**src/rtl/timer_pkg.sv**
```systemverilog
// Shared constants of the interval and watchdog timer.
// Assumes one 40 MHz clock; register port addresses are word indices.
package timer_pkg;

    // Register geometry
    localparam int          REG_W        = 16;
    localparam int          ADDR_W       = 4;
    localparam int          WIDX_W       = 2;

    // Register indices
    localparam logic [3:0]  STATUS_IDX   = 4'h0;
    localparam logic [3:0]  CONTROL_IDX  = 4'h1;
    localparam logic [3:0]  PERIOD_BASE  = 4'h2;

    // Status bit positions
    localparam int          TIMEOUT_BIT  = 0;
    localparam int          RUN_BIT      = 1;

    // Control bit positions
    localparam int          IRQ_EN_BIT   = 0;
    localparam int          CONTINUOUS_BIT = 1;
    localparam int          START_BIT    = 2;
    localparam int          STOP_BIT     = 3;

    // Clock period in picoseconds (40 MHz)
    localparam logic [63:0] CLK_PERIOD_PS = 64'h00000000000061A8;
    localparam logic [63:0] PS_PER_NS     = 64'h00000000000003E8;
    localparam logic [63:0] ONE_CYCLE     = 64'h0000000000000001;

    // Read value of reserved, absent and unmapped locations
    localparam logic [15:0] READ_ZERO    = 16'h0000;

endpackage

```
**src/rtl/down_counter.sv**
```systemverilog
// Down counter that reloads itself on reaching zero.
// Assumes the owner supplies the reload value and the run level.
`timescale 1ns/1ps

module down_counter
#(
    parameter int              WIDTH     = 32,
    parameter logic [63:0]     RESET_VAL = 64'h0000000000000000
)
(
    // Clock and reset
    input  wire logic              clk,
    input  wire logic              srst,
    // Control
    input  wire logic              run,
    input  wire logic              load,
    input  wire logic [WIDTH-1:0]  load_val,
    // State
    output logic      [WIDTH-1:0]  count,
    output logic                   zero_hit
);

    logic [WIDTH-1:0] count_r;   // Current count

    ////////////////////////////////////////////////////////////////////
    // Zero is seen only while running
    assign zero_hit = run && (count_r == '0);
    assign count    = count_r;

    ////////////////////////////////////////////////////////////////////
    // Forced load, reload at zero, otherwise step down
    always_ff @(posedge clk)
    begin
        if (srst)
        begin
            count_r <= RESET_VAL[WIDTH-1:0];
        end
        else if (load || zero_hit)
        begin
            count_r <= load_val;
        end
        else if (run)
        begin
            count_r <= count_r - WIDTH'(1);
        end
    end

endmodule

```
**src/rtl/interval_watchdog_timer.sv**
```systemverilog
// Interval timer with optional watchdog, pulse and snapshot features.
// Assumes a single clock and a simple word-indexed register port.
//
// Operation
// - All software registers are 16 bits wide
// - Counter counts down, reloads period at zero
// - Snapshot write latches whole count; master reads
// - Zero with interrupts enabled raises interrupt
// - Optional pulse output high one cycle at zero
// - Watchdog reset request pulses one cycle at zero
// - Fixed period: period writes only reload the count
// - Period after reset equals build timeout
// - Timeout time rounds up to whole cycles
// - Width 32 or 64; two or four words
// - No snapshot option: snapshot reads zero
// - Start/stop bits control run; else free-running
// - Watchdog keeps start bit without start/stop option
// - Watchdog stopped after reset until start written
// - Running watchdog can never be stopped
// - Watchdog period write reloads fixed period
// - Control sets run, interrupt enable, mode
// - Simple periodic: fixed, unstoppable, enable writable
// - Timeout flag set at zero, cleared by write
// - Run bit shows running, unaffected by writes
// - Continuous bit: keep counting or halt at zero
// - Start while stopped resumes from held count
`timescale 1ns/1ps

module interval_watchdog_timer
#(
    parameter int          COUNTER_WIDTH     = 32,
    parameter logic [63:0] TIMEOUT_NS        = 64'h00000000000F4240,
    parameter bit          WRITABLE_PERIOD   = 1'b1,
    parameter bit          READABLE_SNAPSHOT = 1'b1,
    parameter bit          START_STOP_CTRL   = 1'b1,
    parameter bit          PULSE_OUTPUT      = 1'b1,
    parameter bit          WATCHDOG          = 1'b0
)
(
    // Clock and reset
    input  wire logic                          clk,
    input  wire logic                          srst,
    // Register port, word indexed
    input  wire logic                          reg_wr,
    input  wire logic                          reg_rd,
    input  wire logic [timer_pkg::ADDR_W-1:0]  reg_addr,
    input  wire logic [timer_pkg::REG_W-1:0]   reg_wdata,
    output logic      [timer_pkg::REG_W-1:0]   reg_rdata,
    output logic                               reg_rvalid,
    // Events
    output logic                               irq,
    output logic                               timeout_pulse,
    output logic                               reset_request
);

    ////////////////////////////////////////////////////////////////////
    // Derived build constants
    // Words per wide value: two for 32 bits, four for 64 bits
    localparam int NWORDS = COUNTER_WIDTH / timer_pkg::REG_W;

    // Timeout converted to cycles, rounded up, never below one
    localparam logic [63:0] TIMEOUT_PS = TIMEOUT_NS * timer_pkg::PS_PER_NS;
    localparam logic [63:0] RAW_CYCLES =
        (TIMEOUT_PS + timer_pkg::CLK_PERIOD_PS - timer_pkg::ONE_CYCLE)
        / timer_pkg::CLK_PERIOD_PS;
    localparam logic [63:0] PERIOD_CYCLES =
        (RAW_CYCLES == 64'h0) ? timer_pkg::ONE_CYCLE : RAW_CYCLES;

    // Registers hold the period minus one
    localparam logic [63:0] FIXED_PERIOD =
        PERIOD_CYCLES - timer_pkg::ONE_CYCLE;
    // Snapshot words follow the period words
    localparam logic [3:0] SNAP_BASE =
        timer_pkg::PERIOD_BASE + 4'(NWORDS);
    localparam logic [3:0] MAP_END = SNAP_BASE + 4'(NWORDS);

    // Whether the master may stop the counter; a watchdog never stops
    localparam bit STOPPABLE = START_STOP_CTRL && !WATCHDOG;
    // Whether a start bit exists
    localparam bit HAS_START = START_STOP_CTRL || WATCHDOG;
    // Run level straight after reset
    localparam bit RUN_AT_RESET = !HAS_START;

    ////////////////////////////////////////////////////////////////////
    // Declarations
    logic                     run_r;          // Counter running
    logic                     timeout_flag_r; // Sticky zero flag
    logic                     irq_enable_r;   // Interrupt enable bit
    logic                     continuous_r;   // Continuous mode bit
    logic                     load_pend_r;    // Period write reload
    logic                     pulse_r;        // Zero strobe register
    logic                     rst_req_r;      // Reset request register
    logic [15:0]              rdata_r;        // Read data register
    logic                     rvalid_r;       // Read data valid

    logic [COUNTER_WIDTH-1:0] count;          // Live count
    logic                     zero_hit;       // Counter at zero now
    logic [COUNTER_WIDTH-1:0] period_bank;    // Writable period value
    logic [COUNTER_WIDTH-1:0] active_period;  // Period in force
    logic [COUNTER_WIDTH-1:0] snap_bank;      // Captured count

    logic                     hit_status;     // Status selected
    logic                     hit_control;    // Control selected
    logic                     hit_period;     // A period word selected
    logic                     hit_snap;       // A snapshot word selected
    logic [3:0]               period_off;     // Offset into periods
    logic [3:0]               snap_off;       // Offset into snapshots
    logic [1:0]               period_widx;    // Period word index
    logic [1:0]               snap_widx;      // Snapshot word index

    logic                     wr_status;      // Status write
    logic                     wr_control;     // Control write
    logic                     wr_period;      // Period word write
    logic                     wr_snap;        // Snapshot word write
    logic                     start_req;      // Start bit written
    logic                     stop_req;       // Stop bit written
    logic                     period_store;   // Period data kept

    ////////////////////////////////////////////////////////////////////
    // Address decode; every register is one 16-bit word
    assign hit_status  = (reg_addr == timer_pkg::STATUS_IDX);
    assign hit_control = (reg_addr == timer_pkg::CONTROL_IDX);
    assign hit_period  = (reg_addr >= timer_pkg::PERIOD_BASE)
                      && (reg_addr <  SNAP_BASE);
    assign hit_snap    = (reg_addr >= SNAP_BASE)
                      && (reg_addr <  MAP_END);

    // Word index within each group
    assign period_off  = reg_addr - timer_pkg::PERIOD_BASE;
    assign snap_off    = reg_addr - SNAP_BASE;
    assign period_widx = period_off[1:0];
    assign snap_widx   = snap_off[1:0];

    // Write strobes per register
    assign wr_status  = reg_wr && hit_status;
    assign wr_control = reg_wr && hit_control;
    assign wr_period  = reg_wr && hit_period;
    assign wr_snap    = reg_wr && hit_snap;

    // Start and stop event bits of a control write
    assign start_req = wr_control && HAS_START
                    && reg_wdata[timer_pkg::START_BIT];
    assign stop_req  = wr_control && STOPPABLE
                    && reg_wdata[timer_pkg::STOP_BIT];

    // Period data is kept only when writable and not a watchdog
    assign period_store = wr_period && WRITABLE_PERIOD
                       && !WATCHDOG;

    ////////////////////////////////////////////////////////////////////
    // Period registers
    // Bank stores writes only when the period is writable and not a watchdog
    word_bank
    #(
        .NWORDS    (NWORDS),
        .RESET_VAL (FIXED_PERIOD)
    )
    u_period_bank
    (
        .clk      (clk),
        .srst     (srst),
        .wr_en    (period_store),
        .wr_idx   (period_widx),
        .wr_data  (reg_wdata),
        .load_en  (1'b0),
        .load_val ({COUNTER_WIDTH{1'b0}}),
        .value    (period_bank)
    );

    // Fixed period when not writable or in watchdog use
    assign active_period = (WRITABLE_PERIOD && !WATCHDOG)
                         ? period_bank
                         : FIXED_PERIOD[COUNTER_WIDTH-1:0];

    ////////////////////////////////////////////////////////////////////
    // Counter core
    // Loads on period write, reloads at zero, else counts down
    down_counter
    #(
        .WIDTH     (COUNTER_WIDTH),
        .RESET_VAL (FIXED_PERIOD)
    )
    u_counter
    (
        .clk      (clk),
        .srst     (srst),
        .run      (run_r),
        .load     (load_pend_r),
        .load_val (active_period),
        .count    (count),
        .zero_hit (zero_hit)
    );

    ////////////////////////////////////////////////////////////////////
    // Reload request one cycle after a period write
    always_ff @(posedge clk)
    begin
        if (srst)
        begin
            load_pend_r <= 1'b0;
        end
        else
        begin
            // Any period write reloads; data ignored in watchdog use
            load_pend_r <= wr_period;
        end
    end

    ////////////////////////////////////////////////////////////////////
    // Snapshot registers
    // Any snapshot write captures every word of the count at once
    word_bank
    #(
        .NWORDS    (NWORDS),
        .RESET_VAL (64'h0000000000000000)
    )
    u_snap_bank
    (
        .clk      (clk),
        .srst     (srst),
        .wr_en    (1'b0),
        .wr_idx   (snap_widx),
        .wr_data  (reg_wdata),
        .load_en  (wr_snap && READABLE_SNAPSHOT),
        .load_val (count),
        .value    (snap_bank)
    );

    ////////////////////////////////////////////////////////////////////
    // Run state
    always_ff @(posedge clk)
    begin
        if (srst)
        begin
            // Watchdog and start/stop builds come up stopped
            run_r <= RUN_AT_RESET;
        end
        else if (!HAS_START)
        begin
            // No start or stop bits: always counting
            run_r <= 1'b1;
        end
        else if (stop_req)
        begin
            // Stop wins over a start in the same write
            run_r <= 1'b0;
        end
        else if (zero_hit && STOPPABLE && !continuous_r)
        begin
            // One-shot mode halts after the reload
            run_r <= 1'b0;
        end
        else if (start_req && !run_r)
        begin
            // Resume from the held count
            run_r <= 1'b1;
        end
    end

    ////////////////////////////////////////////////////////////////////
    // Control register bits
    always_ff @(posedge clk)
    begin
        if (srst)
        begin
            irq_enable_r <= 1'b0;
            continuous_r <= 1'b0;
        end
        else if (wr_control)
        begin
            // Enable stays writable in every build
            irq_enable_r <= reg_wdata[timer_pkg::IRQ_EN_BIT];
            continuous_r <= reg_wdata[timer_pkg::CONTINUOUS_BIT];
        end
    end

    ////////////////////////////////////////////////////////////////////
    // Timeout flag
    always_ff @(posedge clk)
    begin
        if (srst)
        begin
            timeout_flag_r <= 1'b0;
        end
        else if (zero_hit)
        begin
            // A zero in the clearing cycle is kept
            timeout_flag_r <= 1'b1;
        end
        else if (wr_status)
        begin
            // Any status write clears the flag
            timeout_flag_r <= 1'b0;
        end
    end

    ////////////////////////////////////////////////////////////////////
    // Zero strobes
    always_ff @(posedge clk)
    begin
        if (srst)
        begin
            pulse_r   <= 1'b0;
            rst_req_r <= 1'b0;
        end
        else
        begin
            // One cycle per zero; stay low when not built
            pulse_r   <= zero_hit && PULSE_OUTPUT;
            rst_req_r <= zero_hit && WATCHDOG;
        end
    end

    assign timeout_pulse = pulse_r;
    assign reset_request = rst_req_r;

    // Interrupt level from enable and flag
    assign irq = irq_enable_r && timeout_flag_r;

    ////////////////////////////////////////////////////////////////////
    // Read data, one cycle after the read strobe
    always_ff @(posedge clk)
    begin
        if (srst)
        begin
            rdata_r  <= timer_pkg::READ_ZERO;
            rvalid_r <= 1'b0;
        end
        else
        begin
            // Without a read the last answer holds
            rvalid_r <= reg_rd;
            if (reg_rd && hit_status)
            begin
                // Run level and timeout flag; writes never set run
                rdata_r <= timer_pkg::READ_ZERO;
                rdata_r[timer_pkg::RUN_BIT]     <= run_r;
                rdata_r[timer_pkg::TIMEOUT_BIT] <= timeout_flag_r;
            end
            else if (reg_rd && hit_control)
            begin
                // Event bits read as zero
                rdata_r <= timer_pkg::READ_ZERO;
                rdata_r[timer_pkg::IRQ_EN_BIT]     <= irq_enable_r;
                rdata_r[timer_pkg::CONTINUOUS_BIT] <= continuous_r;
            end
            else if (reg_rd && hit_period && WRITABLE_PERIOD)
            begin
                rdata_r <= period_bank[period_widx*16 +: 16];
            end
            else if (reg_rd && hit_snap && READABLE_SNAPSHOT)
            begin
                rdata_r <= snap_bank[snap_widx*16 +: 16];
            end
            else if (reg_rd)
            begin
                // Absent or unmapped words read as zero
                rdata_r <= timer_pkg::READ_ZERO;
            end
        end
    end

    assign reg_rdata  = rdata_r;
    assign reg_rvalid = rvalid_r;

endmodule

```
**src/rtl/word_bank.sv**
```systemverilog
// Bank of 16-bit words that together hold one wide value.
// Assumes the owner decodes which word a bus write targets.
`timescale 1ns/1ps

module word_bank
#(
    parameter int              NWORDS    = 2,
    parameter logic [63:0]     RESET_VAL = 64'h0000000000000000
)
(
    // Clock and reset
    input  wire logic                          clk,
    input  wire logic                          srst,
    // Single word write
    input  wire logic                          wr_en,
    input  wire logic [timer_pkg::WIDX_W-1:0]  wr_idx,
    input  wire logic [timer_pkg::REG_W-1:0]   wr_data,
    // Whole value load
    input  wire logic                          load_en,
    input  wire logic [NWORDS*16-1:0]          load_val,
    // Stored value
    output logic      [NWORDS*16-1:0]          value
);

    localparam int WIDX_W = timer_pkg::WIDX_W;   // Word index width

    genvar g;

    ////////////////////////////////////////////////////////////////////
    // One register per word; a whole load beats a word write
    generate
        for (g = 0; g < NWORDS; g++)
        begin : g_word
            logic [15:0] word_r;   // Stored word

            always_ff @(posedge clk)
            begin
                if (srst)
                begin
                    word_r <= RESET_VAL[g*16 +: 16];
                end
                else if (load_en)
                begin
                    word_r <= load_val[g*16 +: 16];
                end
                else if (wr_en && (wr_idx == WIDX_W'(g)))
                begin
                    word_r <= wr_data;
                end
            end

            assign value[g*16 +: 16] = word_r;
        end
    endgenerate

endmodule

```
**config.mk**
```make
export PLATFORM = sky130hd
export DESIGN_NAME = interval_watchdog_timer
export DESIGN_NICKNAME = d
export VERILOG_FILES = /design/src/rtl/timer_pkg.sv /design/src/rtl/down_counter.sv /design/src/rtl/interval_watchdog_timer.sv /design/src/rtl/word_bank.sv
export SDC_FILE = /design/constraint.sdc
export NUM_CORES = 1
export LEC_CHECK = 0
export BUFFER_PORTS_ARGS = -buffer_cell sky130_fd_sc_hd__buf_2
export CELL_PAD_IN_SITES_DETAIL_PLACEMENT = 1
export CELL_PAD_IN_SITES_GLOBAL_PLACEMENT = 2
export CORE_MARGIN = 4
export CORE_UTILIZATION = 36
export CTS_CLUSTER_SIZE = 14
export DETAILED_ROUTE_END_ITERATION = 12
export PLACE_DENSITY = 0.77
export SLEW_MARGIN = 20
export SYNTH_ARGS = -nofsm -noshare
export SYNTH_HDL_FRONTEND = slang
export SYNTH_SLANG_ARGS = --single-unit
```
**constraint.sdc**
```tcl
create_clock -name clk -period 3.6 [get_ports clk]
set_input_delay 0.72 -clock clk [delete_from_list [all_inputs] [get_ports clk]]
set_output_delay 0.72 -clock clk [all_outputs]
set_load 0.1 [all_outputs]
```
==> flow_summary.yaml, run 1 <==
power_and_ir_drop:
  p_int_w: 0.00258
  clockPowerShare: 0.521
  power_switching_share: 0.238
  power.density_mw_per_mm2: 536
  power_frac_seq: 0.401
  p_sw_w: 0.000807
  cellLeakagePower_nw: 2.30
  ir_worst_vdd_v: 0.000288
  comb_power_share: 0.078
drt:
  drc: 0
  drt_iter0_drc: 299
  vias: 4751
  viasPerCell: 5.48
  first_pass_iters: 4
  final_antenna_net_count: 0
  post_drt_wl_per_cell_um: 20.0
  wl_mm: 17.3
timing:
  tightest_slew_ps: 1010
  slew_headroom: 0.327
  rsz0062_at_grt: "no"
  hold_ws_ps: 452
  fin_crit_ps: 3020
  finalCritPeriodShare: 0.839
  fin_setup_tns_ps: 0
  setup_violations: 0
  hold_viol_final: 0
  fin_skew_ps: 5.83
  slew_viol_final: 0
  fmax_mhz: 331
floorplan:
  boundaryPins: 44
  start_util: 0.368
  die_w_um: 130
  rows: 44
  core_mm2: 0.0145
  die-area_mm2: 0.0169
  die_h_um: 130
global_route:
  grt_max_degree: 64
  grt-ovfl-total: 0
  first_global_vias: 4956
  track_usage: 0.213
  antenna_found_initial: 0
  grt_pass1_wl_mm: 27.5
yosys:
  avgSynthCellArea_um2: 8.32
  ys.warnings.count: 0
  netlist_area_mm2: 0.00535
  synth_nets: 668
  async_flop_share: 0
  synth-main-ff-cell: "dfxtp_1"
  ys_ff_latch: 119
  synth_cell_types: 51
  syn_inst: 643
  synth.yosys.seq_area_share: 0.445
  synth_edf_count: 0
cts:
  cts_setup_buffers: 0
  cts_hold_buf: 0
  cts_tree: "done"
  cts.clk_slew.worst_paths_ps: 50
  clock_path_buffers: 2
  clkSinkCount: 119
  ctsResizeCount: 0
  numCtsBuffers: 17
  htree_num_levels: 4
  clock_latency_ps: 410
  clockRootBuffer: "clkbuf_16"
placement:
  place.gp.congestion: 0.844
  hpwl_mm: 11.8
  io_buffers: 42
  place_area_mm2: 0.00570
run_status:
  outcome: "finished, final reports clean"
worst_setup_path:
  critPathMaxFanout: 55
  cpPeakStageDelay_ps: 780
  path_class: "flip-flop to flip-flop"
  r2r-start: "u_counter.count[24]"
  cp-startpoint: "u_counter.count[24]"
  crit_chain: "or4_1, or4b_1, o41a_2, o21ai_0, a21oi_1"
  crit_arrival_ps: 3270
  start_kind: "flip-flop"
  worstPathRequired_ps: 3850
  slowest_stage: "o41a_2"
  endpoint_kind: "flip-flop"
job:
  maxCapViolCount: 0
final_layout:
  diodes: 0
  mostFrequentLayoutCell: "nand2_1"
  final_area_mm2: 0.00632
  syn_to_final_growth_pct: 18.1
  fill_cells: 1760
  finish.net_count: 695
  layout_common_cells: "nand2_1 (133), dfxtp_1 (119), a21oi_1 (60)"
  drive_gt1_frac: 0.142
worst_hold_path:
  hp-class: "flip-flop to flip-flop"
  hp-start: "u_snap_bank.g_word[0].word_r[12]"
==> critical path, delay by kind of cell, from the launching register on <==
family	cells	cell delay (ps)
and+or+nand+nor	2	1230
DFF	1	360
AOI/OAI and AO/OA	3	1230
==> metal layers <==
metal | share of wire | wire, um | GRT usage
met1 | 0.49 | 8480 | 0.303
met2 | 0.45 | 7730 | 0.328
met3 | 0.054 | 932 | 0.0418
met4 | 0.011 | 192 | 0.0642
met5 | 0 | 0 | 0
==> power by group through the flow <==
stage               logic [W]  clock network [W]  registers (W)
floorplan            0.000121                  0        0.00146
global placement     0.000259                  0        0.00139
detailed placement   0.000265                  0        0.00139
CTS                  0.000266            0.00180        0.00136
global route         0.000284            0.00185        0.00136
finish               0.000264            0.00176        0.00136
==> flip-flops by register name, summed over array words and instances (netlist names) <==
signal,flops
u_snap_bank.g_word.word_r,32
u_counter.count,32
u_period_bank.g_word.word_r,32
load_pend_r,1
continuous_r,1
timeout_pulse,1
reg_rdata,16
timeout_flag_r,1
reg_rvalid,1
run_r,1
irq_enable_r,1
==> path summary, 6_finish.rpt <==
check | to | slack (ps) | depth (start not counted)
min | u_snap_bank.g_word[0].word_r[12] | 450 | 2
max | u_counter.count[20] | 580 | 5
max reg2reg | u_counter.count[20] | 580 | 5
min reg2reg | u_snap_bank.g_word[0].word_r[12] | 450 | 2
==> synth_stat cells (3+ instances only) <==
| library cell | count | share of area |
|---|---|---|
| nor2_1 | 46 | 0.032 |
| or4_1 | 3 | 0.0042 |
| a31oi_1 | 11 | 0.013 |
| a211oi_1 | 11 | 0.015 |
| clkbuf_1 | 38 | 0.027 |
| nand3_1 | 6 | 0.0056 |
| nor3_1 | 21 | 0.020 |
| nand2_1 | 133 | 0.093 |
| nor4_1 | 14 | 0.016 |
| buf_2 | 3 | 0.0028 |
| a21oi_1 | 60 | 0.056 |
| nor3b_1 | 5 | 0.0070 |
| xnor2_1 | 15 | 0.025 |
| mux2i_1 | 48 | 0.090 |
| xor2_1 | 13 | 0.021 |
| dfxtp_1 | 119 | 0.45 |
| and2_1 | 4 | 0.0047 |
| nand2b_1 | 3 | 0.0035 |
| nor2b_1 | 3 | 0.0035 |
| buf_1 | 4 | 0.0028 |
| o21ai_0 | 24 | 0.022 |
| inv_1 | 6 | 0.0042 |
| o221ai_1 | 14 | 0.023 |
| nand3b_1 | 3 | 0.0042 |
==> cells by family (layout without fill, tap and decap cells) <==
| kind of cell | Yosys count | in the layout | share of synthesized area |
|---|---|---|---|
| flops | 119 | 119 | 0.445 |
| buf+inv | 53 | 93 | 0.0400 |
| simple gates | 260 | 260 | 0.224 |
| compound gates | 133 | 133 | 0.152 |
| fa+ha+maj | 1 | 1 | 0.00234 |
| other cells | 1 | 1 | 0.000701 |
| xor+xnor | 28 | 28 | 0.0458 |
| mux | 48 | 48 | 0.0898 |
==> stage by stage <==
stage,setup WS (ps),cells,power [W],util
2_1_floorplan,1090,643,0.00158,-
3_3_place_gp,751,835,0.00165,0.392
3_5_place_dp,630,835,0.00165,0.392
4_1_cts,619,867,0.00342,0.435
5_1_grt,404,867,0.00350,0.435
6_report,578,867,0.00339,0.435
==> final cells by class <==
cell class | instances | area, um^2 | area share
Clock inverter | 8 | 118 | 0.0186
Tap cell | 184 | 230 | 0.0364
Inverter | 6 | 22.5 | 0.00356
Sequential cell | 119 | 2380 | 0.377
Multi-Input combinational cell | 471 | 2760 | 0.436
Clock buffer | 24 | 502 | 0.0794
Timing Repair Buffer | 55 | 308 | 0.0487
Note: power is estimated with default switching activity, not from simulation.
==> inputs of run 2 (changes only) <==
==> constraint.sdc (replaced) <==
create_clock -name clk -period 2.93 [get_ports clk]
set_input_delay 0.586 -clock clk [delete_from_list [all_inputs] [get_ports clk]]
set_output_delay 0.586 -clock clk [all_outputs]
set_load 0.1 [all_outputs]
==> flow_summary.yaml, run 2 (synthesized netlist as in run 1, its figures left out) <==
cts:
  cts_tree: "done"
  ctsResizeCount: 0
  clock_path_buffers: 2
  numCtsBuffers: 17
  cts.clk_slew.worst_paths_ps: 60
  htree_num_levels: 4
  cts_setup_buffers: 0
  clock_latency_ps: 430
  cts_hold_buf: 0
  clkSinkCount: 119
  clockRootBuffer: "clkbuf_16"
floorplan:
  rows: 44
  start_util: 0.368
  die-area_mm2: 0.0169
  die_h_um: 130
  die_w_um: 130
  boundaryPins: 44
  core_mm2: 0.0145
worst_setup_path:
  crit_chain: "or4_1, or4b_1, o41a_2, buf_4, o21ai_0, a21oi_1"
  path_class: "flip-flop to flip-flop"
  slowest_stage: "or4_1"
  crit_arrival_ps: 3050
  start_kind: "flip-flop"
  worstPathRequired_ps: 3220
  cp_top_family: "simple AND/OR/NAND/NOR gates"
  path_buf_inv: 1
  endpoint_kind: "flip-flop"
  cpPeakStageDelay_ps: 660
  critPathMaxFanout: 39
drt:
  drc: 0
  first_pass_iters: 4
  viasPerCell: 5.56
  vias: 4848
  wl_mm: 17.3
  post_drt_wl_per_cell_um: 19.8
  final_antenna_net_count: 0
  drt_iter0_drc: 320
global_route:
  antenna_found_initial: 0
  grt_max_degree: 52
  first_global_vias: 4921
  grt_pass1_wl_mm: 27.4
  grt-ovfl-total: 0
  track_usage: 0.215
power_and_ir_drop:
  p_int_w: 0.00318
  cellLeakagePower_nw: 2.33
  comb_power_share: 0.078
  p_sw_w: 0.00106
  ir_worst_vdd_v: 0.000362
  power.density_mw_per_mm2: 664
  clockPowerShare: 0.529
  power_frac_seq: 0.393
  power_switching_share: 0.251
final_layout:
  diodes: 0
  syn_to_final_growth_pct: 19.6
  finish.net_count: 700
  layout_common_cells: "nand2_1 (133), dfxtp_1 (119), a21oi_1 (60)"
  mostFrequentLayoutCell: "nand2_1"
  drive_gt1_frac: 0.151
timing:
  slew_headroom: 0.439
  tightest_slew_ps: 842
  rsz0062_at_grt: "no"
  fmax_mhz: 363
  setup_slack_ps: 173
  hold_viol_final: 0
  fin_crit_ps: 2760
  fin_setup_tns_ps: 0
  fin_skew_ps: 10.0
  finalCritPeriodShare: 0.941
  setup_violations: 0
  slew_viol_final: 0
placement:
  hpwl_mm: 11.9
  place.gp.congestion: 0.822
  post-place-ws_ps: 267
  io_buffers: 42
run_status:
  outcome: "finished, final reports clean"
job:
  maxCapViolCount: 0
worst_hold_path:
  hp-class: "input port to flip-flop"
run 2: changes by cell type in the layout (fill, tap and decap cells not counted):
cell / before / now
clkinvlp_4: 1 / 2
clkbuf_8: 5 / 1
bufinv_16: 3 / 4
inv_6: 0 / 3
clkinv_2: 4 / 2
clkinv_4: 0 / 3
buf_4: 13 / 16
buf_12: 0 / 2
clkbuf_1: 2 / 0
run 2: per-layer routing:
| layer | vias up | routed length, um | track usage |
|---|---|---|---|
| met5 | - | 0 | 0 |
| met4 | 0 | 313 | 0.0776 |
| met3 | 22 | 645 | 0.0397 |
| met2 | 107 | 7570 | 0.319 |
| met1 | 2388 | 8770 | 0.313 |
| li1 | 2331 | - | - |
run 2: layout make-up:
type	count	area, um^2
inverters	6	22.5
multi-input cells	471	2760
repair buffers	60	370
clock buffers	18	439
flip-flops and latches	119	2380
well taps	184	230
fillers	1752	8140
clock inverters	14	198
run 2: metrics by stage:
stage	instances	hold WS [ps]	utilization	power [W]	instance area [um^2]
floorplan	643	436	-	0.00194	5350
global placement	840	441	0.396	0.00203	5760
detailed placement	840	447	0.396	0.00203	5760
CTS	872	382	0.440	0.00429	6400
global route	872	413	0.440	0.00439	6400
finish	872	398	0.440	0.00425	6400
run 2: power groups by stage:
stage	Sequential [W]	Combinational, W	Clock [W]
finish	0.00167	0.000330	0.00225
global route	0.00167	0.000353	0.00236
CTS	0.00167	0.000331	0.00228
detailed placement	0.00170	0.000329	0
global placement	0.00170	0.000325	0
floorplan	0.00179	0.000149	0
run 2: path summary, 6_finish.rpt:
path                                                  startpoint  depth (start not counted)                                end  slack, ps
worst max-delay path                         u_counter.count[24]                          6                u_counter.count[18]        170
worst min-delay path                                reg_wdata[4]                          3  u_period_bank.g_word[0].word_r[4]        400
worst max register to register               u_counter.count[24]                          6                u_counter.count[18]        170
worst min register to register  u_snap_bank.g_word[0].word_r[11]                          2   u_snap_bank.g_word[0].word_r[11]        450
run 2: tightest hold or removal path: cells and delay by family:
family / cells / cell delay, ps
multiplexers: 1 / 60
AND/OR/NAND/NOR: 1 / 50
buffers and inverters: 1 / 90
